==> src/fp_exc_pkg.sv <==
// Purpose: Shared constants and types for the floating-point status and exception unit
// Assumes: One processor clock; datapath events arrive on that clock
// Notes: Register map is word aligned on an AHB-Lite slave
package fp_exc_pkg;

  // ************************************************************
  // Register map
  // ************************************************************
  localparam logic [7:0] STATUS_OFS = 8'h00;
  localparam logic [7:0] EXC_CODE_OFS = 8'h04;
  localparam logic [7:0] EXC_ADDR_OFS = 8'h08;
  localparam int ADDR_DEC_W = 8;

  // ************************************************************
  // Status word bit positions and reset
  // ************************************************************
  localparam int BIT_CARRY = 0;
  localparam int BIT_OVF = 1;
  localparam int BIT_ZERO = 2;
  localparam int BIT_NEG = 3;
  localparam int BIT_INT_LONG = 6;
  localparam int BIT_CONV_IE = 8;
  localparam int BIT_OVF_IE = 9;
  localparam int BIT_UNF_IE = 10;
  // Undefined-variable enable sits beside the other three enables
  localparam int BIT_UNDEF_IE = 11;
  localparam int BIT_GLOBAL_DIS = 15;
  localparam logic [15:0] STATUS_RESET = 16'h0000;
  localparam logic [15:0] STATUS_SW_MASK = 16'h8f40;

  // ************************************************************
  // Exception codes, vector, integer widths
  // ************************************************************
  localparam logic [3:0] CODE_NONE = 4'h0;
  localparam logic [3:0] CODE_ILLEGAL_OP = 4'h2;
  localparam logic [3:0] CODE_DIV_ZERO = 4'h4;
  localparam logic [3:0] CODE_CONV = 4'h6;
  localparam logic [3:0] CODE_OVF = 4'h8;
  localparam logic [3:0] CODE_UNF = 4'ha;
  localparam logic [3:0] CODE_UNDEF_VAR = 4'hc;
  localparam logic [7:0] FP_VECTOR = 8'ha4;
  localparam logic [9:0] EXP_WRAP = 10'h100;
  localparam int SHORT_INT_W = 16;
  localparam int LONG_INT_W = 32;

  // ************************************************************
  // Carriers
  // ************************************************************
  typedef struct packed {
    logic illegal_op;
    logic div_zero;
    logic overflow;
    logic underflow;
    logic undef_var;
  } exc_in_t;

  typedef struct packed {
    logic done;
    logic neg;
    logic zero;
    logic carry;
    logic is_conv;
    exc_in_t exc;
    logic [15:0] instr_addr;
    logic [9:0] exp_full;
    logic [63:0] conv_value;
  } fp_event_t;

  typedef struct packed {
    logic valid;
    logic force_zero;
    logic [7:0] exp_out;
  } fp_result_t;

endpackage
==> src/float_status_exception_unit.sv <==
// Purpose: Condition flags, exception enables, exception code and address capture
// Assumes: Datapath pulses ev.done for one cycle per finished floating-point op
// Notes: Zero-wait AHB-Lite slave; interrupt request follows the capture by one cycle
//
// The AHB-Lite slave port and the register addresses are this design's own decisions.
`timescale 1ns/1ns

module float_status_exception_unit (
  input wire logic mclk,
  input wire logic rst_n,
  input wire logic hsel,
  input wire logic [31:0] haddr,
  input wire logic [1:0] htrans,
  input wire logic hwrite,
  input wire logic [2:0] hsize,
  input wire logic [31:0] hwdata,
  input wire logic hready,
  output logic hreadyout,
  output logic hresp,
  output logic [31:0] hrdata,
  input wire fp_exc_pkg::fp_event_t ev,
  output fp_exc_pkg::fp_result_t res,
  output logic irq_req,
  output logic [7:0] irq_vector
);
  import fp_exc_pkg::*;

  // ************************************************************
  // State
  // ************************************************************
  logic [15:0] status_q, status_d;
  logic [3:0] code_q, code_d;
  logic [15:0] addr_q, addr_d;
  fp_result_t res_q, res_d;
  logic pend_q, pend_d;
  logic irq_q, irq_d;
  logic wr_pend_q, wr_pend_d;
  logic [ADDR_DEC_W-1:0] wr_ofs_q, wr_ofs_d;
  logic [31:0] rdata_q, rdata_d;

  // ************************************************************
  // Event decode
  // ************************************************************
  logic conv_fits, conv_fail, any_exc, capture, raise;
  logic [3:0] cause;

  always_comb begin
    // Sign-extension check: upper bits must all copy the sign bit
    if (status_q[BIT_INT_LONG]) begin
      conv_fits = (ev.conv_value[63:LONG_INT_W-1] == '0) ||
                  (ev.conv_value[63:LONG_INT_W-1] == '1);
    end else begin
      conv_fits = (ev.conv_value[63:SHORT_INT_W-1] == '0) ||
                  (ev.conv_value[63:SHORT_INT_W-1] == '1);
    end
    conv_fail = ev.is_conv && !conv_fits;
    any_exc = ev.exc.illegal_op || ev.exc.div_zero || conv_fail ||
              ev.exc.overflow || ev.exc.underflow || ev.exc.undef_var;
    // Fixed priority when several causes coincide; lowest code wins
    cause = CODE_NONE;
    capture = 1'b0;
    if (ev.exc.illegal_op) begin
      cause = CODE_ILLEGAL_OP;
      capture = 1'b1;
    end else if (ev.exc.div_zero) begin
      cause = CODE_DIV_ZERO;
      capture = 1'b1;
    end else if (conv_fail) begin
      cause = CODE_CONV;
      capture = status_q[BIT_CONV_IE];
    end else if (ev.exc.overflow) begin
      cause = CODE_OVF;
      capture = status_q[BIT_OVF_IE];
    end else if (ev.exc.underflow) begin
      cause = CODE_UNF;
      capture = status_q[BIT_UNF_IE];
    end else if (ev.exc.undef_var) begin
      cause = CODE_UNDEF_VAR;
      capture = status_q[BIT_UNDEF_IE];
    end
    capture = capture && ev.done && any_exc;
    raise = capture && !status_q[BIT_GLOBAL_DIS];
  end

  // ************************************************************
  // Flags, capture, result shaping, interrupt
  // ************************************************************
  always_comb begin
    status_d = status_q;
    code_d = code_q;
    addr_d = addr_q;
    res_d = '0;
    pend_d = raise;
    irq_d = pend_q;
    if (ev.done && !conv_fail) begin
      status_d[BIT_NEG] = ev.neg;
      status_d[BIT_ZERO] = ev.zero;
      status_d[BIT_CARRY] = ev.is_conv && ev.carry;
      status_d[BIT_OVF] = ev.exc.overflow;
    end
    if (capture) begin
      code_d = cause;
      addr_d = ev.instr_addr;
    end
    if (ev.done) begin
      res_d.valid = 1'b1;
      // Low eight bits only: an overflowed exponent reads 256 too small
      res_d.exp_out = ev.exp_full[7:0];
      if (conv_fail) begin
        res_d.force_zero = 1'b1;
      end else if (ev.exc.underflow && !status_q[BIT_UNF_IE]) begin
        res_d.force_zero = 1'b1;
        res_d.exp_out = '0;
      end
    end
    // Software reaches only enables and modes; hardware-written bits kept
    if (wr_pend_q && wr_ofs_q == STATUS_OFS) begin
      status_d = (status_d & ~STATUS_SW_MASK) | (hwdata[15:0] & STATUS_SW_MASK);
    end
  end

  // ************************************************************
  // AHB-Lite slave
  // ************************************************************
  logic addr_ph;

  always_comb begin
    addr_ph = hsel && htrans[1] && hready;
    wr_pend_d = addr_ph && hwrite;
    wr_ofs_d = addr_ph ? haddr[ADDR_DEC_W-1:0] : wr_ofs_q;
    rdata_d = rdata_q;
    if (addr_ph && !hwrite) begin
      if (haddr[ADDR_DEC_W-1:0] == STATUS_OFS) begin
        rdata_d = {16'h0000, status_q};
      end else if (haddr[ADDR_DEC_W-1:0] == EXC_CODE_OFS) begin
        rdata_d = {28'h0000000, code_q};
      end else if (haddr[ADDR_DEC_W-1:0] == EXC_ADDR_OFS) begin
        rdata_d = {16'h0000, addr_q};
      end else begin
        rdata_d = 32'h00000000;
      end
    end
    // Writes to code and address offsets fall through with no effect
  end

  always_ff @(posedge mclk or negedge rst_n) begin
    if (!rst_n) begin
      status_q <= STATUS_RESET;
      code_q <= CODE_NONE;
      addr_q <= 16'h0000;
      res_q <= '0;
      pend_q <= 1'b0;
      irq_q <= 1'b0;
      wr_pend_q <= 1'b0;
      wr_ofs_q <= '0;
      rdata_q <= 32'h00000000;
    end else begin
      status_q <= status_d;
      code_q <= code_d;
      addr_q <= addr_d;
      res_q <= res_d;
      pend_q <= pend_d;
      irq_q <= irq_d;
      wr_pend_q <= wr_pend_d;
      wr_ofs_q <= wr_ofs_d;
      rdata_q <= rdata_d;
    end
  end

  assign hreadyout = 1'b1;
  assign hresp = 1'b0;
  assign hrdata = rdata_q;
  assign res = res_q;
  assign irq_req = irq_q;
  assign irq_vector = FP_VECTOR;

  logic only_ovf, only_unf, only_undef;
  assign only_ovf = ev.exc.overflow && !ev.exc.illegal_op && !ev.exc.div_zero && !conv_fail;
  assign only_unf = ev.exc.underflow && !ev.exc.overflow && !ev.exc.illegal_op &&
                    !ev.exc.div_zero && !conv_fail;
  assign only_undef = ev.exc.undef_var && !ev.exc.underflow && !ev.exc.overflow &&
                      !ev.exc.illegal_op && !ev.exc.div_zero && !conv_fail;
endmodule

==> config.mk <==
export PLATFORM = sky130hd
export DESIGN_NAME = float_status_exception_unit
export DESIGN_NICKNAME = d
export VERILOG_FILES = /design/src/fp_exc_pkg.sv /design/src/float_status_exception_unit.sv
export SDC_FILE = /design/constraint.sdc
export NUM_CORES = 1
export LEC_CHECK = 0
export ABC_CLOCK_PERIOD_IN_PS = 3000
export BUFFER_PORTS_ARGS = -buffer_cell sky130_fd_sc_hd__buf_2
export CAP_MARGIN = 15
export CORE_AREA = 5 5 94 96
export CTS_CLUSTER_DIAMETER = 200
export DETAILED_ROUTE_END_ITERATION = 8
export DIE_AREA = 0 0 99 101
export PLACE_DENSITY = 0.82
export SLEW_MARGIN = 20
export SYNTH_ARGS = -nofsm -noshare
export SYNTH_HDL_FRONTEND = slang
export SYNTH_SLANG_ARGS = --single-unit
==> constraint.sdc <==
create_clock -name mclk -period 3 [get_ports mclk]
set_clock_uncertainty 0.15 [all_clocks]
set_input_delay 0.6 -clock mclk [delete_from_list [all_inputs] [get_ports mclk]]
set_output_delay 0.6 -clock mclk [all_outputs]
set_load 0.01 [all_outputs]
**After elaboration in Yosys (flattened, before gate mapping)**

Cells that the tools add are included.

- Bits in registers: 89
- Bits of input ports: 174
- Output and inout bits: 53
- Logic and storage cells: 67

- Equal/unequal tests: 4
- Multiplexer cells: 22
- Bitwise gates (word level): 1
- Reduce and logical (&&, ||, !) cells: 28

Operator list:

| cell | number |
|---|---|
| $eq 49x49->1 const B | 1 |
| $logic_not 49->1 | 1 |
| $mux 16 | 3 |
| $eq 33x33->1 const B | 1 |
| $logic_not 33->1 | 1 |
| $mux 4 | 8 |
| $logic_not 8->1 | 2 |
| $or 15x16->16 | 1 |
| $logic_and 1x1->1 | 12 |
| $mux 10 | 1 |
| $mux 9 | 1 |
| $eq 8x3->1 const B | 1 |
| $eq 8x4->1 const B | 1 |
| $mux 1 | 8 |
| $mux 8 | 1 |
| $logic_or 1x1->1 | 7 |
| $logic_not 1->1 | 5 |

**Logic depth before layout (Yosys ltp)**

- Depth in word-level cells: 11
- Mapped depth: 8
- Gate-level depth less buffers: 6

**Least setup slack after synthesis**

Ideal clock, no wire load.

- Path type: input-to-reg
- Start: input ev[49] (netlist bit)
- End: register addr_q[10]
- Library setup time: 125 ps
- Data arrival time: 2,515 ps
- Data required time: 2,725 ps
- Setup slack: 209 ps
- Stages: 7
- Path buffers: 2
- Cell sequence: or3_1 -> or4_4 -> nand3_2 -> mux2_4 -> buf_12 -> buf_12 -> mux2_4

- Word-level cells in the longest chain between the ends: 10
- Elaborated cells between the ends (all ways): 18
- Classes of those cells: eq/ne: 2; mux: 4; reduce/logical: 12

Ends and longest elaborated chain:

| element | line | RTL |
|---|---|---|
| start: declaration | float_status_exception_unit.sv:21 | `input wire fp_exc_pkg::fp_event_t ev,` |
| $eq 49x49->1, or another cell as far along | float_status_exception_unit.sv:54 | `(ev.conv_value[63:SHORT_INT_W-1] == '1);` |
| $logic_or 1x1->1, on equally long branches | float_status_exception_unit.sv:53, float_status_exception_unit.sv:50 |  |
| $mux 1 * | float_status_exception_unit.sv:49 | `if (status_q[BIT_INT_LONG]) begin` |
| $logic_not 1->1 * | float_status_exception_unit.sv:56 | `conv_fail = ev.is_conv && !conv_fits;` |
| $logic_and 1x1->1 * | float_status_exception_unit.sv:56 |  |
| $mux 1 or $logic_or 1x1->1 (tied branches) | float_status_exception_unit.sv:68, float_status_exception_unit.sv:57 |  |
| $mux 1 or $logic_or 1x1->1 (tied branches) | float_status_exception_unit.sv:65, float_status_exception_unit.sv:57 |  |
| $mux 1 or $logic_or 1x1->1 (tied branches) | float_status_exception_unit.sv:62, float_status_exception_unit.sv:58 |  |
| $logic_and 1x1->1 or $logic_or 1x1->1 (tied branches) | float_status_exception_unit.sv:81, float_status_exception_unit.sv:58 |  |
| $logic_and 1x1->1 * | float_status_exception_unit.sv:81 | `capture = capture && ev.done && any_exc;` |
| end signal: assignment | float_status_exception_unit.sv:160 | `addr_q <= addr_d;` |
| end: declaration | float_status_exception_unit.sv:33 | `logic [15:0] addr_q, addr_d;` |

Every way passes the cells marked *; elsewhere a longest branch is shown, timed or not.
A chain may end at the register's enable or synchronous reset.

**Worst setup path after layout**

- Start: input ev[52] (netlist bit)
- End: register addr_q[11]

Same word-level chain as after synthesis.

==> flow_summary.yaml <==
finish:
  fin_area_um2: 4050
  fin_nets: 562
  final_cells: 498
  area_growth_pct: 30.2
  n_antenna_cell: 0
  num-fill-cells: 723
  drive_gt1_frac: 0.496
clocking:
  cts_root_buf: "clkbuf_8"
  clk_path_buf_depth: 2
  cts.sinks: 66
  tritoncts: "done"
  numCtsBuffers: 9
  cts_hold_buf: 0
  cts-htree-levels: 3
  post_cts_buffers: 0
  cts-resized-gates: 0
  clk_pin_slew_worst_paths_ps: 70
  clk_latency_ps: 340
synth:
  yosys.area_share.simple: 0.137
  synth_xor_area_frac: 0
  ys_ff_latch: 66
  synth_warnings: 0
  netlist_instances: 251
  syn_area_um2: 3110
  syn_avg_cell_area_um2: 12.4
  synthMuxAreaShare: 0.152
  synthFlopType: "dfrtp_1"
  synth_compound_area_frac: 0.0784
  ys_types: 40
  synth_edf_count: 0
  synth_fa_ha_area_frac: 0
  async_flop_share: 1.00
  synth_top_family_by_area: "multiplexers"
  ys_seq_area_frac: 0.531
floorplan:
  die_w_um: 99
  initial_core_util: 0.391
  placementRows: 33
  boundaryPins: 227
  die_h_um: 101
  core_area_um2: 7970
  dieArea_um2: 10000
sta:
  hold_viol: 0
  timing.fmax_mhz: 389
  slew_headroom: 0.483
  fin_crit_sh: 0.857
  finalSetupTns_ps: 0
  rsz0062_at_grt: "no"
  fin_crit_ps: 2570
  final-max-slew-violation-count: 0
  setup_viol: 0
  worstMarginPinSlew_ps: 775
place:
  dp.cells: 482
  routabilityCongestion: 0.797
  dp_hpwl_um: 6210
  postPlaceCellArea_um2: 3780
  portBuffers: 129
critical_path:
  slowest_stage: "or4_4"
  end_kind: "flip-flop"
  crit_top_cell: "mux2_4"
  crit_type: "in2reg"
  crit_chain: "buf_2 -> nor4_1 -> nand4_1 -> or4_4 -> nand3_2 -> mux2_4 -> mux2_4"
  critical-path-max-stage-delay_ps: 520
  worstPathArrival_ps: 2640
  critPathLaunchType: "input port"
  critPathMaxFanout: 19
  required_ps: 3070
worst_hold_path:
  hold_path.class: "in2async"
route:
  dr.pass1.iters: 4
  wl_per_cell_um: 15.7
  routed_wl_um: 7830
  vias: 2501
  drt_drc_violations_left: 0
  via_per_inst: 5.02
  postRouteAntennaNets: 0
  drtIter0Drc: 116
grt:
  grt_use_met2: 0.258
  grt_pass1_vias: 2609
  grt.busiest_layer: "met2"
  grt_use_met1: 0.196
  grt_max_degree: 35
  grt.met3_usage: 0.0602
  grt_pass1_wl_um: 12500
  gr-total-overflow: 0
  track_usage: 0.159
  antenna_found_initial: 0
power_and_ir_drop:
  ir_drop_uv: 392
  p_leak_uw: 0.00210
  p_per_area_nw_per_um2: 574
flow_run:
  cap_violations: 0
run_status:
  status: "complete, no violations"
-- layer usage --
metal / vias up / share of wire / wire (um)
li1: 1159 / - / -
met1: 1210 / 0.41 / 3200
met2: 126 / 0.49 / 3820
met3: 6 / 0.098 / 765
met4: 0 / 0.0068 / 53
met5: - / 0 / 0
-- cells by family after synthesis --
kind of cell | count (synthesis)
AO/OA/AOI/OAI | 30
flip-flops | 66
multiplexers | 39
AND/OR/NAND/NOR | 67
other | 2
buffers and inverters | 47
-- registers in the layout, indices dropped and copies added (netlist names) --
signal / flops
addr_q: 16
hrdata: 16
res: 10
status_q: 10
wr_ofs_q: 8
code_q: 3
irq_d: 1
irq_req: 1
wr_pend_q: 1
-- stage by stage --
| step | hold WS [ps] | utilization | setup WS [ps] | power (uW) |
|---|---|---|---|---|
| floorplan | 154 | - | 209 | 1220 |
| global placement | 191 | 0.474 | 170 | 1330 |
| detailed placement | 191 | 0.474 | 68.3 | 1340 |
| CTS | 195 | 0.509 | 438 | 2350 |
| global route | 218 | 0.509 | 383 | 2430 |
| finish | 186 | 0.509 | 430 | 2330 |
-- layout make-up --
cell class / count / area, um2 / share of cell area
Sequential cell: 66 / 1650 / 0.407
Multi-Input combinational cell: 162 / 1240 / 0.306
Timing Repair Buffer: 135 / 703 / 0.173
Clock buffer: 10 / 138 / 0.0340
Clock inverter: 6 / 136 / 0.0336
Tap cell: 105 / 131 / 0.0324
Inverter: 14 / 52.6 / 0.0130
-- path summary, 6_finish.rpt --
path	from	end	slack (ps)	cells past startpoint
min in group mclk	irq_d	irq_req	210	0
worst min register to register	irq_d	irq_req	210	0
worst max register to register	status_q[6]	addr_q[11]	860	5
max in group asynchronous	rst_n	res[3]	1880	2
worst max-delay path	ev[52]	addr_q[11]	430	7
worst min-delay path	rst_n	wr_ofs_q[5]	190	1
-- Yosys cell counts (2+ instances only) --
cell / instances / area share
a21oi_1: 3 / 0.0048
a221o_1: 2 / 0.0064
a222oi_1: 7 / 0.023
a22o_1: 6 / 0.017
a31oi_1: 2 / 0.0040
and2_1: 8 / 0.016
buf_12: 2 / 0.013
buf_4: 27 / 0.065
clkbuf_1: 4 / 0.0048
conb_1: 2 / 0.0024
dfrtp_1: 66 / 0.53
inv_1: 14 / 0.017
mux2_2: 25 / 0.090
mux2_4: 10 / 0.048
mux2i_1: 4 / 0.013
nand2_1: 9 / 0.011
nand3_1: 2 / 0.0032
nand4_1: 14 / 0.028
nor2_1: 5 / 0.0060
nor3_1: 3 / 0.0048
nor4_1: 11 / 0.022
nor4_2: 4 / 0.016
o211ai_1: 2 / 0.0048
o21ai_0: 2 / 0.0032
or4_1: 2 / 0.0048
-- critical path, delay by kind of cell --
kind                   cells  cell delay, ps
multiplexers               2             800
buffers and inverters      1             100
AND/OR/NAND/NOR            4            1130
-- power breakdown --
| part | leakage (uW) | internal, uW | total [uW] | switching (uW) |
|---|---|---|---|---|
| registers | 0.000829 | 977 | 1030 | 49.5 |
| logic | 0.00114 | 157 | 294 | 137 |
| clock network | 0.000133 | 662 | 1010 | 344 |
| total | 0.00210 | 1800 | 2330 | 530 |
-- placed cells by master (no fill, tap or decap), types with 6 or more instances in the layout --
cell,count
nand2_1,9
inv_1,14
nor4_1,11
nand4_1,14
buf_2,129
and2_1,8
a22o_1,6
clkbuf_8,10
mux2_2,25
mux2_4,10
a222oi_1,7
dfrtp_1,66
conb_1,26
Note: power is estimated with default switching activity, not from simulation.
